--- config.mk ---
export PLATFORM = sky130hd
export DESIGN_NAME = scvc_top
export DESIGN_NICKNAME = d
export VERILOG_FILES = /design/src/scvc_pkg.sv /design/src/scvc_top.sv
export SDC_FILE = /design/constraint.sdc
export NUM_CORES = 1
export LEC_CHECK = 0
export ABC_AREA = 1
export BUFFER_PORTS_ARGS = -buffer_cell sky130_fd_sc_hd__buf_2
export CAP_MARGIN = 20
export CORE_MARGIN = 10
export CORE_UTILIZATION = 58
export CTS_BUF_LIST = sky130_fd_sc_hd__clkbuf_4 sky130_fd_sc_hd__clkbuf_8 sky130_fd_sc_hd__clkbuf_16
export DETAILED_ROUTE_END_ITERATION = 12
export PLACE_DENSITY = 0.86
export SLEW_MARGIN = 10
export SYNTH_ARGS = -nofsm -noshare
export SYNTH_HDL_FRONTEND = slang
export SYNTH_SLANG_ARGS = --single-unit
--- constraint.sdc ---
create_clock -name i_sys_clk -period 3.75 [get_ports i_sys_clk]
set_input_delay 0.1875 -clock i_sys_clk [delete_from_list [all_inputs] [get_ports i_sys_clk]]
set_output_delay 0.1875 -clock i_sys_clk [all_outputs]
set_load 0.005 [all_outputs]
--- src/scvc_pkg.sv ---
// scvc_pkg: register map, field layout and constants of the spindle/actuator control block
package scvc_pkg;

  // ==========================================================================
  // bus geometry
  localparam int          ADDR_W        = 4;
  localparam int          DATA_W        = 32;

  // ==========================================================================
  // register byte offsets
  localparam logic [3:0]  OFF_CTRL      = 4'h0;
  localparam logic [3:0]  OFF_PRELOAD   = 4'h4;
  localparam logic [3:0]  OFF_DAC       = 4'h8;
  localparam logic [3:0]  OFF_STATUS    = 4'hc;

  // ==========================================================================
  // control register fields
  localparam int          CTRL_RUN      = 0;
  localparam int          CTRL_PARK     = 1;
  localparam int          CTRL_SATSEEK  = 2;
  localparam int          CTRL_W        = 3;
  localparam logic [2:0]  CTRL_RST      = 3'h0;

  // ==========================================================================
  // phase preload register: [5:3] high side a,b,c  [2:0] low side a,b,c
  localparam int          PRE_W         = 6;
  localparam int          PRE_HI        = 3;
  localparam logic [5:0]  PRE_RST       = 6'h00;

  // ==========================================================================
  // actuator dac register fields
  localparam int          DAC_W         = 10;
  localparam int          DAC_SIGN      = 9;
  localparam int          ATT_LSB       = 10;
  localparam int          ATT_W         = 3;
  localparam int          ATT_EN        = 15;
  localparam logic [9:0]  DAC_RST       = 10'h000;
  localparam logic [2:0]  ATT_RST       = 3'h0;

  // ==========================================================================
  // status register fields; thermal warning rides in every read
  localparam int          ST_CURLIM     = 0;
  localparam int          ST_SATDET     = 1;
  localparam int          ST_PREQUAL    = 2;
  localparam int          ST_PARK       = 3;
  localparam int          ST_PARKDONE   = 4;
  localparam int          ST_BRAKE      = 5;
  localparam int          ST_STEP_LSB   = 8;
  localparam int          ST_TWARN      = 31;
  localparam logic [31:0] SHUTDOWN_READ = 32'hffffffff;

  // ==========================================================================
  // bit positions of the synchronised misc inputs
  localparam int          MI_PWM        = 0;
  localparam int          MI_ONDLY      = 1;
  localparam int          MI_PREQ       = 2;
  localparam int          MI_CURLIM     = 3;
  localparam int          MI_SAT        = 4;
  localparam int          MI_TWARN      = 5;
  localparam int          MI_TSD        = 6;
  localparam int          MI_W          = 7;

  // ==========================================================================
  // commutation
  localparam logic [2:0]  STEP_LAST     = 3'h5;
  localparam int          BRAKE_COUNT   = 128;

endpackage

--- src/scvc_top.sv ---
// scvc_top: spindle commutation, brake delay, back-emf timing and actuator dac control
// Notes on behaviour
// - park or brake start waits 128 falling phase-a crossings before braking
// - brake counter state readable: braking start, park start and park end
// - chip select frames accesses; dropping it resets the port state
// - thermal shutdown disables the port: reads all ones, writes ignored
// - current-limit comparator exposed as a status bit
// - current-limit bit sticky until status read clears it
// - each step clock rising edge advances the bipolar sequence one step
// - counter steps on step clock; reset from preload acts immediately
// - host writes preload; high-side bit beats low-side bit
// - preload one turns that driver on
// - preload not all ones holds counter reset, preload drives pattern
// - all-ones preload frees counter and selects counter pattern
// - all-zero preload tristates drivers and resets counter
// - latch takes previous counter state or preload on each step edge
// - sample/hold tracks in pwm on-time, holds in off-time and on-delay
// - startup uses crossings of all phases, run uses phase a only
// - zero-cross pin high impedance while reset active
// - prequalifier versus on-delay comparison readable in status
// - actuator dac takes a 10-bit code
// - three attenuator bits, any combination enabled together
// - saturated seek drives polarity from dac sign; status from own comparator
// - outside braking and shutdown, spindle drive pattern changes only on a step clock edge
// - thermal warning flag present in every register read
//
// The implementer's own choices: the Avalon-MM slave port and the register offsets.
`timescale 1ns/1ps
module scvc_top #(
  parameter int BRAKE_CROSSINGS = scvc_pkg::BRAKE_COUNT
) (
  input  wire logic                        i_sys_clk,
  input  wire logic                        i_resetn,
  input  wire logic [scvc_pkg::ADDR_W-1:0] i_avs_address,
  input  wire logic                        i_avs_chipselect,
  input  wire logic                        i_avs_read,
  input  wire logic                        i_avs_write,
  input  wire logic [scvc_pkg::DATA_W-1:0] i_avs_writedata,
  input  wire logic [3:0]                  i_avs_byteenable,
  output logic      [scvc_pkg::DATA_W-1:0] o_avs_readdata,
  output logic                             o_avs_waitrequest,
  input  wire logic                        i_spindle_step_clock,
  input  wire logic                        i_zc_phase_a,
  input  wire logic                        i_zc_phase_b,
  input  wire logic                        i_zc_phase_c,
  input  wire logic                        i_pwm_in,
  input  wire logic                        i_on_delay,
  input  wire logic                        i_prequal_cmp,
  input  wire logic                        i_cur_limit_cmp,
  input  wire logic                        i_sat_detect_cmp,
  input  wire logic                        i_thermal_warn,
  input  wire logic                        i_thermal_shutdown,
  output logic      [2:0]                  o_drive_hi,
  output logic      [2:0]                  o_drive_lo,
  output logic                             o_drive_oe,
  output logic                             o_sample_hold_pin,
  output logic                             o_zero_cross,
  output logic                             o_zero_cross_oe,
  output logic                             o_park,
  output logic      [9:0]                  o_actuator_dac,
  output logic      [2:0]                  o_atten_sel,
  output logic                             o_sat_seek,
  output logic                             o_sat_polarity
);
  import scvc_pkg::*;

  // ==========================================================================
  // parameter check
  // eight-bit brake counter; a count of zero is rejected
  if (BRAKE_CROSSINGS < 1 || BRAKE_CROSSINGS > 255) begin : g_bad_crossings
    $error("BRAKE_CROSSINGS must lie in 1..255");
  end

  localparam logic [7:0] BRAKE_END  = 8'(BRAKE_CROSSINGS);
  localparam logic [7:0] BRAKE_LAST = 8'(BRAKE_CROSSINGS - 1);

  // ==========================================================================
  // state
  typedef struct packed {
    logic [1:0]       step_s;
    logic             step_d;
    logic [2:0]       zc_s1;
    logic [2:0]       zc_s2;
    logic [2:0]       zc_d;
    logic [MI_W-1:0]  mi_s1;
    logic [MI_W-1:0]  mi_s2;
    logic             wait_req;
    logic [31:0]      rdata;
    logic [CTRL_W-1:0] ctrl;
    logic [PRE_W-1:0] preload;
    logic [DAC_W-1:0] dac;
    logic [ATT_W-1:0] att;
    logic             att_en;
    logic [ATT_W-1:0] att_out;
    logic             cur_limit;
    logic [2:0]       step_cnt;
    logic [PRE_W-1:0] latch;
    logic             latch_en;
    logic             park_seq;
    logic             park_active;
    logic             park_done;
    logic             braking;
    logic [7:0]       brake_cnt;
    logic [2:0]       hi;
    logic [2:0]       lo;
    logic             oe;
    logic             sh_track;
    logic             zc_out;
    logic             zc_oe;
    logic             prequal_res;
  } scvc_state_t;

  scvc_state_t r_reg;
  scvc_state_t r_next;

  // ==========================================================================
  // helpers
  // bipolar six-step pattern {hi a,b,c, lo a,b,c}; step 0 is b high, c low
  function automatic logic [5:0] scvc_commut(input logic [2:0] step);
    case (step)
      3'h0:    scvc_commut = 6'b010_001;
      3'h1:    scvc_commut = 6'b100_001;
      3'h2:    scvc_commut = 6'b100_010;
      3'h3:    scvc_commut = 6'b001_010;
      3'h4:    scvc_commut = 6'b001_100;
      3'h5:    scvc_commut = 6'b010_100;
      default: scvc_commut = 6'b000_000;
    endcase
  endfunction

  // high side beats low side on the same phase
  function automatic logic [5:0] scvc_resolve(input logic [5:0] pre);
    scvc_resolve = {pre[5:3], pre[2:0] & ~pre[5:3]};
  endfunction

  function automatic logic [31:0] scvc_merge(input logic [31:0] old_v,
                                             input logic [31:0] new_v,
                                             input logic [3:0]  be);
    logic [31:0] m;
    m = {{8{be[3]}}, {8{be[2]}}, {8{be[1]}}, {8{be[0]}}};
    scvc_merge = (new_v & m) | (old_v & ~m);
  endfunction

  // ==========================================================================
  // next state
  logic        req;
  logic        commit;
  logic        step_rise;
  logic        fall_a;
  logic        tsd;
  logic        all_ones;
  logic        all_zero;
  logic        park_cmd;
  logic [31:0] wv;
  logic [31:0] rd;

  always_comb begin
    r_next = r_reg;

    // two-flop synchronisers, edge detect on the second stage only
    r_next.step_s = {r_reg.step_s[0], i_spindle_step_clock};
    r_next.step_d = r_reg.step_s[1];
    r_next.zc_s1  = {i_zc_phase_c, i_zc_phase_b, i_zc_phase_a};
    r_next.zc_s2  = r_reg.zc_s1;
    r_next.zc_d   = r_reg.zc_s2;
    r_next.mi_s1  = {i_thermal_shutdown, i_thermal_warn, i_sat_detect_cmp,
                     i_cur_limit_cmp, i_prequal_cmp, i_on_delay, i_pwm_in};
    r_next.mi_s2  = r_reg.mi_s1;

    step_rise = r_reg.step_s[1] & ~r_reg.step_d;
    fall_a    = r_reg.zc_d[0] & ~r_reg.zc_s2[0];
    tsd       = r_reg.mi_s2[MI_TSD];
    all_ones  = &r_reg.preload;
    all_zero  = ~|r_reg.preload;

    // ------------------------------------------------------------------------
    // bus slave: one wait cycle, chip select low drops any pending access
    req    = i_avs_chipselect & (i_avs_read | i_avs_write);
    commit = req & ~r_reg.wait_req;
    r_next.wait_req = 1'b1;
    wv = 32'h0;

    rd = 32'h0;
    case (i_avs_address)
      OFF_CTRL:    rd[CTRL_W-1:0] = r_reg.ctrl;
      OFF_PRELOAD: rd[PRE_W-1:0]  = r_reg.preload;
      OFF_DAC: begin
        rd[DAC_W-1:0]               = r_reg.dac;
        rd[ATT_LSB+ATT_W-1:ATT_LSB] = r_reg.att;
        rd[ATT_EN]                  = r_reg.att_en;
      end
      OFF_STATUS: begin
        rd[ST_CURLIM]                = r_reg.cur_limit;
        rd[ST_SATDET]                = r_reg.mi_s2[MI_SAT];
        rd[ST_PREQUAL]               = r_reg.prequal_res;
        rd[ST_PARK]                  = r_reg.park_active;
        rd[ST_PARKDONE]              = r_reg.park_done;
        rd[ST_BRAKE]                 = r_reg.braking;
        rd[ST_STEP_LSB+2:ST_STEP_LSB] = r_reg.step_cnt;
      end
      default:     rd = 32'h0;
    endcase
    rd[ST_TWARN] = r_reg.mi_s2[MI_TWARN];

    if (req && r_reg.wait_req) begin
      r_next.wait_req = 1'b0;
      r_next.rdata    = tsd ? SHUTDOWN_READ : rd;
    end

    if (commit && i_avs_write && !tsd) begin
      case (i_avs_address)
        OFF_CTRL: begin
          wv = scvc_merge(32'(r_reg.ctrl), i_avs_writedata, i_avs_byteenable);
          r_next.ctrl = wv[CTRL_W-1:0];
        end
        OFF_PRELOAD: begin
          wv = scvc_merge(32'(r_reg.preload), i_avs_writedata, i_avs_byteenable);
          r_next.preload = wv[PRE_W-1:0];
        end
        OFF_DAC: begin
          wv = scvc_merge({16'h0, r_reg.att_en, 2'h0, r_reg.att, r_reg.dac},
                          i_avs_writedata, i_avs_byteenable);
          r_next.dac    = wv[DAC_W-1:0];
          r_next.att    = wv[ATT_LSB+ATT_W-1:ATT_LSB];
          r_next.att_en = wv[ATT_EN];
        end
        default: r_next.ctrl = r_reg.ctrl;
      endcase
    end

    // gated here so the attenuator pins leave a flop
    r_next.att_out = r_next.att_en ? r_next.att : 3'h0;

    // ------------------------------------------------------------------------
    // sticky current limit: a status read clears, a new hit wins
    // a read refused in shutdown leaves the flag set
    if (commit && i_avs_read && !tsd && i_avs_address == OFF_STATUS)
      r_next.cur_limit = 1'b0;
    if (r_reg.mi_s2[MI_CURLIM])
      r_next.cur_limit = 1'b1;

    // ------------------------------------------------------------------------
    // phase step counter and commutation latch
    // preload acts on the counter at once; the pattern waits for a step edge
    if (!all_ones) begin
      r_next.step_cnt = 3'h0;
    end else if (step_rise) begin
      r_next.step_cnt = (r_reg.step_cnt == STEP_LAST) ? 3'h0 :
                        r_reg.step_cnt + 3'h1;
    end
    if (step_rise) begin
      r_next.latch    = all_ones ? scvc_commut(r_reg.step_cnt) :
                                   scvc_resolve(r_reg.preload);
      r_next.latch_en = ~all_zero;
    end

    // ------------------------------------------------------------------------
    // brake delay: count falling crossings of phase a, then short windings
    // shutdown parks too; dropping both requests ends the sequence
    park_cmd = r_reg.ctrl[CTRL_PARK] | tsd;
    if (park_cmd && !r_reg.park_seq) begin
      r_next.park_seq    = 1'b1;
      r_next.park_active = 1'b1;
      r_next.park_done   = 1'b0;
      r_next.braking     = 1'b0;
      r_next.brake_cnt   = 8'h00;
    end else if (!park_cmd && r_reg.park_seq) begin
      r_next.park_seq    = 1'b0;
      r_next.park_active = 1'b0;
      r_next.park_done   = 1'b0;
      r_next.braking     = 1'b0;
      r_next.brake_cnt   = 8'h00;
    end else if (r_reg.park_active && fall_a) begin
      if (r_reg.brake_cnt == BRAKE_LAST) begin
        r_next.park_active = 1'b0;
        r_next.park_done   = 1'b1;
        r_next.braking     = 1'b1;
        r_next.brake_cnt   = BRAKE_END;
      end else begin
        r_next.brake_cnt = r_reg.brake_cnt + 8'h01;
      end
    end

    // ------------------------------------------------------------------------
    // driver outputs
    // shutdown overrides braking and tristates every driver
    if (tsd) begin
      r_next.hi = 3'h0;
      r_next.lo = 3'h0;
      r_next.oe = 1'b0;
    end else if (r_reg.braking) begin
      r_next.hi = 3'h0;
      r_next.lo = 3'h7;
      r_next.oe = 1'b1;
    end else begin
      r_next.hi = r_reg.latch[5:PRE_HI];
      r_next.lo = r_reg.latch[PRE_HI-1:0];
      r_next.oe = r_reg.latch_en;
    end

    // ------------------------------------------------------------------------
    // back-emf timing
    r_next.sh_track = r_reg.mi_s2[MI_PWM] & ~r_reg.mi_s2[MI_ONDLY];
    r_next.zc_out   = r_reg.ctrl[CTRL_RUN] ? r_reg.zc_s2[0] :
                                             ^r_reg.zc_s2;
    r_next.zc_oe    = 1'b1;
    r_next.prequal_res = r_reg.mi_s2[MI_PREQ] & r_reg.mi_s2[MI_ONDLY];
  end

  // ==========================================================================
  // registers
  always_ff @(posedge i_sys_clk or negedge i_resetn) begin
    if (!i_resetn) begin
      r_reg          <= '0;
      r_reg.wait_req <= 1'b1;
      r_reg.ctrl     <= CTRL_RST;
      r_reg.preload  <= PRE_RST;
      r_reg.dac      <= DAC_RST;
      r_reg.att      <= ATT_RST;
    end else begin
      r_reg <= r_next;
    end
  end

  // ==========================================================================
  // outputs
  assign o_avs_readdata    = r_reg.rdata;
  assign o_avs_waitrequest = r_reg.wait_req;
  assign o_drive_hi        = r_reg.hi;
  assign o_drive_lo        = r_reg.lo;
  assign o_drive_oe        = r_reg.oe;
  assign o_sample_hold_pin = r_reg.sh_track;
  assign o_zero_cross      = r_reg.zc_out;
  assign o_zero_cross_oe   = r_reg.zc_oe;
  assign o_park            = r_reg.park_active;
  assign o_actuator_dac    = r_reg.dac;
  assign o_atten_sel       = r_reg.att_out;
  assign o_sat_seek        = r_reg.ctrl[CTRL_SATSEEK];
  assign o_sat_polarity    = r_reg.dac[DAC_SIGN];

endmodule // scvc_top

### Word level (Yosys, flattened, before mapping)

Index checks and enable logic that the tools add are counted.

| storage, ports and cells | value |
|---|---|
| input port bits | 56 |
| output and inout port bits | 59 |
| bits in registers | 117 |

| operators by class | value |
|---|---|
| $add $sub $neg | 2 |
| equal/unequal tests | 10 |
| reductions and logical operators | 25 |
| multiplexer cells | 27 |
| bitwise logic cells | 22 |

Operators with widths:

| kind | number |
|---|---|
| case mux 6 bit (6 select lines) | 1 |
| 2-to-1 mux 33 bit | 1 |
| bitwise AND 16 bit | 2 |
| 2-to-1 mux 32 bit | 1 |
| 2-to-1 mux 11 bit | 2 |
| NOT 16 bit | 1 |
| OR 16 bit | 1 |
| 2-to-1 mux 3 bit | 5 |
| 2-to-1 mux 7 bit | 2 |
| 2-to-1 mux 12 bit | 1 |
| case mux 3 bit (4 select lines) | 1 |
| logical AND 1 bit | 9 |
| case mux 3 bit (3 select lines) | 1 |
| adder 8 x 1 -> 8 bit (second input constant) | 1 |
| equality test 4 bit (second input constant) | 2 |
| equality test 8 x 7 -> 1 bit (second input constant) | 1 |
| 2-to-1 mux 4 bit | 2 |
| 2-to-1 mux 8 bit | 1 |
| AND reduction 2 bit | 4 |
| bitwise AND 1 bit | 6 |
| bitwise AND 3 bit | 2 |
| bitwise AND 6 bit | 1 |
| equality test 3 x 2 -> 1 bit (second input constant) | 2 |
| equality test 3 bit (second input constant) | 2 |
| other kinds (21) | 34 |

### Longest topological paths before layout

Gate-level depths: netlist of the first run.

| depth | value |
|---|---|
| depth after elaboration | 8 |
| gate-level depth with buffers | 10 |
| gate-level depth less buffers | 9 |

### Worst setup path after synthesis of the first run

No wires, ideal clock.

| path | value |
|---|---|
| kind | register -> register |
| from | register r_reg[99] in the netlist's numbering |
| to | register r_reg[11] in the netlist's numbering |
| slack | 2.072 ns |
| cell stages (with the launch flop) | 10 |
| path buffers | 1 |
| arrival | 1.600 ns |
| cells stage by stage | dfrtp_1 > buf_4 > nor2_1 > inv_1 > ha_1 > nand2_1 > inv_2 > nor2_1 > nand2_1 > a21oi_1 |

| between the ends | value |
|---|---|
| word-level cells in the longest chain between the ends | 5 |

RTL lines:

| element | RTL line | RTL |
|---|---|---|
| from (decl) | scvc_top.sv:113 | `scvc_state_t r_reg;` |
| from (signal assigned) | scvc_top.sv:321 | `r_reg <= r_next;` |
| OR 1 bit (*) | scvc_top.sv:260 | `park_cmd = r_reg.ctrl[CTRL_PARK] \| tsd;` |
| logical NOT 1 bit | scvc_top.sv:267 | `end else if (!park_cmd && r_reg.park_seq) begin` |
| logical AND 1 bit | scvc_top.sv:267 |  |
| 2-to-1 mux 11 bit | scvc_top.sv:267 |  |
| 2-to-1 mux 12 bit | scvc_top.sv:261 | `if (park_cmd && !r_reg.park_seq) begin` |

Every way passes the cells marked *; elsewhere a longest branch is shown, timed or not.
A chain may end at the register's enable or synchronous reset.

### Final worst setup path of the first run

Ends and elaborated chain as after synthesis.

==> flow_summary.toml, run 1 <==
[placed_design]
gp_congestion = 0.9052
port-buffer-count = 94
hpwl_um = 7792

[power_and_ir_drop]
ir_worst_vdd_v = 0.0003674
power.leakage_nw = 2.885
finalPower_w = 0.002216
power.density_mw_per_mm2 = 425.3

[layout]
syn_to_final_growth_pct = 9.464
antennaDiodeCount = 0
fillers = 660
drive_gt1_share_pct = 21.39
finish.net_count = 672

[logic_synthesis]
synth_xor_area_share_pct = 0.3680
async_flop_share_pct = 100.0
synth_edf_count = 0
synth-simple-area-share_pct = 25.24
yosysSeqAreaShare_pct = 52.60
synth.distinct_cells = 33
synth_most_common_cell = "nand2_1"
synth_top_flop_cell = "dfrtp_1"
syn_area_sq_mm = 0.004760
yosys-top-cells-area = "dfrtp_1, nand2_1, buf_4, inv_1, nand3_1"
synth_mux_area_share_pct = 0
synth_compound_gate_area_share_pct = 5.915
synthTopCellsByCount = "nand2_1, dfrtp_1, inv_1, buf_4, nor2_1"
postSynthCellCount = 556
yosysWarningCount = 0
synth.avg_cell_area_sq_um = 8.560
synth_top_area_share_pct = 52.05
synth-adder-area-share_pct = 1.052
yosys.area.top_type = "dfrtp_1"
synth_top_family_by_area = "simple AND/OR/NAND/NOR gates"
ys_ff_latch = 100
syn_nets = 616

[route]
vias = 3749
drc = 0
drt_iter0_markers = 270
via_per_inst = 5.214
drt-total-wl_um = 10330
firstDrtPassIters = 7
ant_nets = 0
wire_per_inst_um = 14.37

[global_route]
use_met3_pct = 5.943
grt_use_met1_pct = 19.45
grt_use_total_pct = 16.62
grt_antenna_before_repair = 0
grt_pass1_wl_um = 17180
grt_busiest_layer = "met2"
first_global_vias = 3631
grt_max_degree = 74
gr-usage-met2_pct = 27.90
overflow = 0

[timing]
setup_viol = 0
relSlewSlack_pct = 42.66
finalHoldViolCount = 0
setup_tns_ns = 0
rsz0062_at_grt = "no"
drv_slew = 0
min_period_ns = 2.084
fmax_ghz = 0.4798
worst_pin_slew_ns = 0.8570
timing.final.crit_share_pct = 55.57
finalClockSkew_ns = 0.005983

[hold_path]
hold_class = "input port to register"

[die]
start_util_pct = 60.65
ios = 115
die_w_um = 110.6
fp.dieArea_sq_mm = 0.01223
rows = 32
core_sq_mm = 0.007848
die_y_um = 110.6

[clock_network]
cts_resized = 0
post_cts_buffers = 0
ctsHtreeMaxLevel = 3
cts_hold_buf = 12
clk_pin_slew_worst_paths_ns = 0.09
ctsRootBufferMaster = "clkbuf_8"
cts_inserted_buffers = 9
cts_tree = "done"
clock-sinks = 100
insertion_delay_ns = 0.36
clock_path_buffers = 2

[setup_path]
worst-r2r-cell-count = 8
critPathKind = "register to register"
crit_chain = "nor2_1 -> inv_1 -> ha_1 -> nand2_1 -> inv_2 -> nor2_1 -> nand2_1 -> a21oi_1"
reg2reg_to = "r_reg[11]$_DFFE_PN0P_"
r2r_slack_ns = 1.67
cp-end-kind = "register"
crit_arrival_ns = 2.36
cp_slowest_cell = "dfrtp_1"
rr_startpoint = "r_reg[99]$_DFF_PN0_"
critPathMaxFanout = 11
slowest_delay_ns = 0.57
crit_path_start_kind = "register"
crit_path_start = "r_reg[99]$_DFF_PN0_"
critical_path.endpoint = "r_reg[11]$_DFFE_PN0P_"
crit_required_ns = 4.03

[flow_run]
cap_viol_max_count = 0

[outcome]
status = "finished, final reports clean"
[metrics by stage]
stage          setup slack [ns]  hold WS [ns]  instance area [sq um]  std cells  util (%)
2_1_floorplan             2.072       -0.1081                   4760        556         -
3_3_place_gp              1.756        0.2953                   4913        691     62.61
3_5_place_dp              1.708        0.2969                   4913        691     62.61
4_1_cts                   1.682       0.08807                   5210        719     66.39
5_1_grt                   1.492       0.09031                   5210        719     66.39
6_report                  1.666        0.1002                   5210        719     66.39
[power breakdown]
| part | total [W] | internal (W) | switching, W | leakage (nW) |
|---|---|---|---|---|
| registers | 0.00123 | 0.00117 | 0.0000611 | 1.26 |
| logic | 0.000376 | 0.000147 | 0.000230 | 1.54 |
| clock network | 0.000613 | 0.000258 | 0.000355 | 0.0885 |
| total | 0.00222 | 0.00157 | 0.000646 | 2.88 |
[per-layer routing]
metal / up-vias / share of wire (%) / wire length [um]
li1: 1817 / - / -
met1: 1770 / 40 / 4163
met2: 146 / 49 / 5103
met3: 16 / 8.8 / 911
met4: 0 / 1.5 / 156
met5: - / 0 / 0
[cell type report]
| type | instances | area [sq um] | area share, % |
|---|---|---|---|
| inverters | 66 | 247.7 | 4.755 |
| repair buffers | 107 | 600.6 | 11.53 |
| clock inverters | 6 | 38.79 | 0.7445 |
| multi-input cells | 328 | 1554 | 29.83 |
| flip-flops and latches | 100 | 2504 | 48.05 |
| well taps | 102 | 127.6 | 2.450 |
| clock buffers | 10 | 137.6 | 2.642 |
[cells in the final DEF (no fill, tap or decap), types with 3 or more instances in the layout]
cell type,count
nand2_1,154
dfrtp_1,99
buf_2,93
inv_1,62
nor2_1,41
nand3_1,34
nand4_1,22
a21oi_1,21
dlygate4sd3_1,12
o21ai_0,10
clkbuf_8,10
nand2_2,8
a22oi_1,8
nor3_1,5
ha_1,4
inv_2,3
nor2_2,3
o21a_1,3
clkinv_2,3
[critical path, delay by kind of cell (launching register included)]
| kind | cells | cell delay, ns |
|---|---|---|
| adder cells (fa/ha/maj) | 1 | 0.33 |
| AND/OR/NAND/NOR | 4 | 0.76 |
| AO/OA/AOI/OAI | 1 | 0.15 |
| flip-flops | 1 | 0.57 |
| buffers and inverters | 2 | 0.19 |
[logic make-up after synthesis]
kind of cell    count (synthesis)
fa+ha+maj                       4
flops                         100
buf+inv                       128
other cells                     1
xor+xnor                        2
simple gates                  273
compound gates                 48
[worst min path at each step]
stage | from | cells after the start | endpoint | slack (ns)
finish | i_avs_writedata[6] | 3 | register | 0.10
global route | i_avs_writedata[8] | 3 | register | 0.09
CTS | i_avs_writedata[6] | 3 | register | 0.09
detailed placement | i_zc_phase_c | 1 | r_next[112]$_DFF_PN0_ | 0.30
global placement | i_cur_limit_cmp | 1 | r_next[96]$_DFF_PN0_ | 0.30
floorplan | i_resetn | 0 | asynchronous set/reset pin | -0.11
(Power assumes the default switching activity.)
==> inputs of run 2 (changes only) <==
Settings changed: CORE_UTILIZATION 58 to 48, PLACE_DENSITY 0.86 to 0.76.
Clock period 3.75 ns to 1.7 ns, I/O delays scaled along.
==> flow_summary.toml, run 2 (synthesized netlist as in run 1, its figures left out) <==
[placed_design]
port-buffer-count = 94
hpwl_um = 8027
place_area_sq_mm = 0.005040
dp_slack_ns = 0.05662
gp_congestion = 0.8948

[clock_network]
clock_path_buffers = 2
clock-sinks = 100
cts_inserted_buffers = 9
post_cts_buffers = 0
insertion_delay_ns = 0.37
clk_pin_slew_worst_paths_ns = 0.10
ctsHtreeMaxLevel = 3
cts_tree = "done"
ctsRootBufferMaster = "clkbuf_8"

[power_and_ir_drop]
power.density_mw_per_mm2 = 952.9
p_comb_share_pct = 17.2
power.leakage_nw = 2.998
p_switching_w = 0.001544
p_sw_share_pct = 29.61
finalPower_w = 0.005214
p_int_w = 0.003670
pwr-share-seq_pct = 51.8
ir_worst_vdd_v = 0.0005023
clockPowerShare_pct = 31.1

[setup_path]
r2r_slack_ns = 0.15
cp-end-kind = "register"
worst-r2r-cell-count = 8
critPathMaxFanout = 9
critPathKind = "register to register"
crit_arrival_ns = 1.86
reg2reg_to = "r_reg[11]$_DFFE_PN0P_"
crit_path_start_kind = "register"
crit_required_ns = 2.00

[global_route]
grt_max_degree = 36
grt_use_total_pct = 14.82
grt_antenna_before_repair = 0
overflow = 0
first_global_vias = 3776
grt_pass1_wl_um = 17630

[timing]
finalHoldViolCount = 0
min_period_ns = 1.554
finalClockSkew_ns = 0.01278
drv_slew = 0
setup_tns_ns = 0
fmax_ghz = 0.6435
timing.final.crit_share_pct = 91.41
setup_viol = 0
setup_ws_ns = 0.1460

[layout]
antennaDiodeCount = 0
multi_input_area_sq_mm = 0.001559
post-route-util_pct = 56.24
final_area_sq_mm = 0.005472
fillers = 825
finish.net_count = 691
regArea_sq_mm = 0.002504
final_common_cell = "nand2_1"
syn_to_final_growth_pct = 14.96
drive_gt1_share_pct = 22.64
layout_common_cells = "nand2_1, dfrtp_1, buf_2"

[die]
core_sq_mm = 0.009729
ios = 115
die_y_um = 119.6
start_util_pct = 48.92
fp.dieArea_sq_mm = 0.01430
die_w_um = 119.6
rows = 36

[route]
drc = 0
via_per_inst = 4.940
drt-total-wl_um = 10610
firstDrtPassIters = 5
wire_per_inst_um = 13.79
ant_nets = 0
drt_iter0_markers = 264
vias = 3799

[outcome]
status = "finished, final reports clean"

[hold_path]
hold_class = "input port to register"
hp-start = "i_avs_writedata[0]"
hold_depth = 3

[flow_run]
cap_viol_max_count = 0
run 2: what timing repair did:
| item | CTS | global route |
|---|---|---|
| gates resized for setup | 0 | 2 |
| endpoints found under the setup margin | 0 | 4 |
| hold endpoints to repair | 57 | 0 |
| hold buffers | 21 | 0 |
run 2: how the worst max path moves through the flow:
stage | cells after the start | start | to
4_1_cts | 8 | r_reg[99]$_DFF_PN0_ | r_reg[11]$_DFFE_PN0P_
3_5_place_dp | 8 | r_reg[99]$_DFF_PN0_ | r_reg[11]$_DFFE_PN0P_
2_1_floorplan | 9 | r_reg[99]$_DFF_PN0_ | r_reg[11]$_DFFE_PN0P_
5_1_grt | 8 | r_reg[99]$_DFF_PN0_ | r_reg[11]$_DFFE_PN0P_
6_report | 8 | register | r_reg[11]$_DFFE_PN0P_
3_3_place_gp | 8 | r_reg[99]$_DFF_PN0_ | r_reg[11]$_DFFE_PN0P_
run 2: worst max-delay path, cell delays in order (launching register included):
cell	delay, ns
dfrtp_1	0.42
nor2_1	0.15
inv_1	0.06
ha_1	0.30
nand2_2	0.14
inv_2	0.10
nor2_2	0.13
nand2_1	0.06
a21oi_1	0.12
run 2: metrics by stage:
step | std cells | hold WS [ns]
floorplan | 556 | -0.2106
global placement | 732 | 0.05924
detailed placement | 732 | 0.06462
CTS | 769 | 0.001765
global route | 769 | 0.01468
finish | 769 | 0.01016
run 2: cell type report:
class	instances	area share, %
clock buffers	9	2.264
clock inverters	7	1.692
inverters	66	4.528
multi-input cells	328	28.49
flip-flops and latches	100	45.76
well taps	133	3.041
repair buffers	126	14.22
run 2: per-layer routing:
layer / wire (um) / up-vias / track usage [%] / part of all wire [%]
met4: 207 / 0 / 6.184 / 2.0
li1: - / 1868 / - / -
met1: 4385 / 1754 / 18.06 / 41
met5: 0 / - / 0 / 0
met3: 1039 / 18 / 4.688 / 9.8
met2: 4973 / 159 / 23.83 / 47
run 2: power by group through the flow:
stage / combinational (W) / clock, W / sequential, W
after floorplan: 0.000640 / 0 / 0.00272
after global placement: 0.000830 / 0 / 0.00274
after detailed placement: 0.000859 / 0 / 0.00275
after CTS: 0.000897 / 0.00165 / 0.00270
after global routing: 0.00104 / 0.00174 / 0.00273
final: 0.000895 / 0.00162 / 0.00270
==> inputs of run 3 (changes only) <==
Settings changed: CORE_UTILIZATION 48 to 50, CTS_BUF_LIST sky130_fd_sc_hd__clkbuf_4 sky130_fd_sc_hd__clkbuf_8 sky130_fd_sc_hd__clkbuf_16 to sky130_fd_sc_hd__clkbuf_4, PLACE_DENSITY 0.76 to 0.78.
==> flow_summary.toml, run 3 (synthesized netlist as in run 1, its figures left out) <==
[setup_path]
crit_required_ns = 2.07
cp-end-kind = "register"
critPathKind = "register to register"
critPathMaxFanout = 9
crit_path_start_kind = "register"
crit_arrival_ns = 1.97

[die]
die_y_um = 117.6
start_util_pct = 51.51
fp.dieArea_sq_mm = 0.01382
rows = 35
die_w_um = 117.6
ios = 115
core_sq_mm = 0.009240

[placed_design]
gp_congestion = 0.8619
hpwl_um = 8066
port-buffer-count = 94
place_inst = 728

[global_route]
grt_antenna_before_repair = 0
overflow = 0
grt_max_degree = 37
first_global_vias = 3732
grt_use_total_pct = 15.69
grt_pass1_wl_um = 18130

[route]
via_per_inst = 4.900
vias = 3758
drt_iter0_markers = 219
ant_nets = 0
firstDrtPassIters = 4
drt-total-wl_um = 10830
wire_per_inst_um = 14.12
drc = 0

[layout]
antennaDiodeCount = 0
final_common_cell = "nand2_1"
final_cells = 767
finish.net_count = 693
fillers = 815
post-route-util_pct = 58.74
regArea_sq_mm = 0.002505
layout_common_cells = "nand2_1, dfrtp_1, buf_2"
multi_input_area_sq_mm = 0.001562
drive_gt1_share_pct = 22.73
syn_to_final_growth_pct = 14.04

[flow_run]
cap_viol_max_count = 0

[timing]
drv_slew = 0
relSlewSlack_pct = 65.66
worst_pin_slew_ns = 0.5151
setup_viol = 0
min_period_ns = 1.596
timing.final.crit_share_pct = 93.87
finalClockSkew_ns = 0.01246
finalHoldViolCount = 0
setup_tns_ns = 0
rsz0062_at_grt = "no"
holdWs_ns = 0.02506
fmax_ghz = 0.6267

[outcome]
status = "finished, final reports clean"

[clock_network]
post_cts_buffers = 0
cts_inserted_buffers = 9
clk_pin_slew_worst_paths_ns = 0.16
clock-sinks = 100
ctsHtreeMaxLevel = 3
cts_tree = "done"
ctsRootBufferMaster = "clkbuf_4"
insertion_delay_ns = 0.44
clock_path_buffers = 2

[power_and_ir_drop]
power.density_mw_per_mm2 = 879.1
ir_worst_vdd_v = 0.0006416
power.leakage_nw = 2.967

[hold_path]
hold_class = "input port to register"
==> run 3: cell types whose count changed in the layout (fill, tap and decap cells not counted), moves of 2 or more <==
cell and delta:
buf_4 -2, clkinvlp_4 +2, clkbuf_8 -9, clkbuf_4 +9, dlygate4sd3_1 +2, buf_12 +2
==> run 3: cell type report <==
type,instances,area share [%]
Tap cell,129,2.974
Timing Repair Buffer,128,15.17
Inverter,66,4.564
Clock inverter,7,1.130
Sequential cell,100,46.15
Multi-Input combinational cell,328,28.77
Clock buffer,9,1.245
==> run 3: path summary, 6_finish.rpt <==
path | from | endpoint | slack (ns) | depth (start not counted)
worst min-delay path | i_avs_address[2] | register | 0.03 | 4
min in group asynchronous | i_resetn | asynchronous set/reset pin | 0.14 | 2
worst max register to register | r_reg[99]$_DFF_PN0_ | r_reg[11]$_DFFE_PN0P_ | 0.10 | 8
max in group asynchronous | i_resetn | o_avs_waitrequest$_DFF_PN1_ | 0.96 | 3
worst max-delay path | r_reg[99]$_DFF_PN0_ | r_reg[11]$_DFFE_PN0P_ | 0.10 | 8
worst min register to register | r_next[95]$_DFF_PN0_ | r_reg[95]$_DFF_PN0_ | 0.37 | 0
==> run 3: what timing repair did <==
item / in CTS / in global routing
gates resized for setup: 1 / 3
hold buffers: 23 / 0
endpoints found under the setup margin: 1 / 5
endpoints found under the hold margin: 129 / 0
pin swaps: 0 / 0
==> run 3: through the flow <==
stage | total power (W) | instance area, sq um | worst slack (ns)
finish | 0.004772 | 5428 | 0.1043
detailed placement | 0.003621 | 5060 | 0.009534
CTS | 0.004808 | 5421 | 0.03191
global placement | 0.003574 | 5060 | 0.1215
global route | 0.005066 | 5428 | 0.002062
floorplan | 0.003359 | 4760 | 0.02238
==> run 3: routing by layer <==
layer | up-vias | track usage, % | routed length, um
li1 | 1866 | - | -
met1 | 1763 | 19.23 | 4777
met2 | 114 | 26.15 | 5159
met3 | 15 | 4.125 | 729
met4 | 0 | 5.255 | 162
met5 | - | 0 | 0
==> run 3: worst max-delay path: stages (launching register included) <==
cell and delay (ns):
dfrtp_2 0.48, nor2_2 0.12, inv_1 0.05, ha_1 0.31
nand2_2 0.12, inv_2 0.09, nor2_2 0.14, nand2_1 0.07
a21oi_1 0.15
==> run 3: power breakdown <==
part	switching [W]	internal, W
Sequential	0.000132	0.00257
Clock	0.000826	0.000321
Combinational	0.000531	0.000389
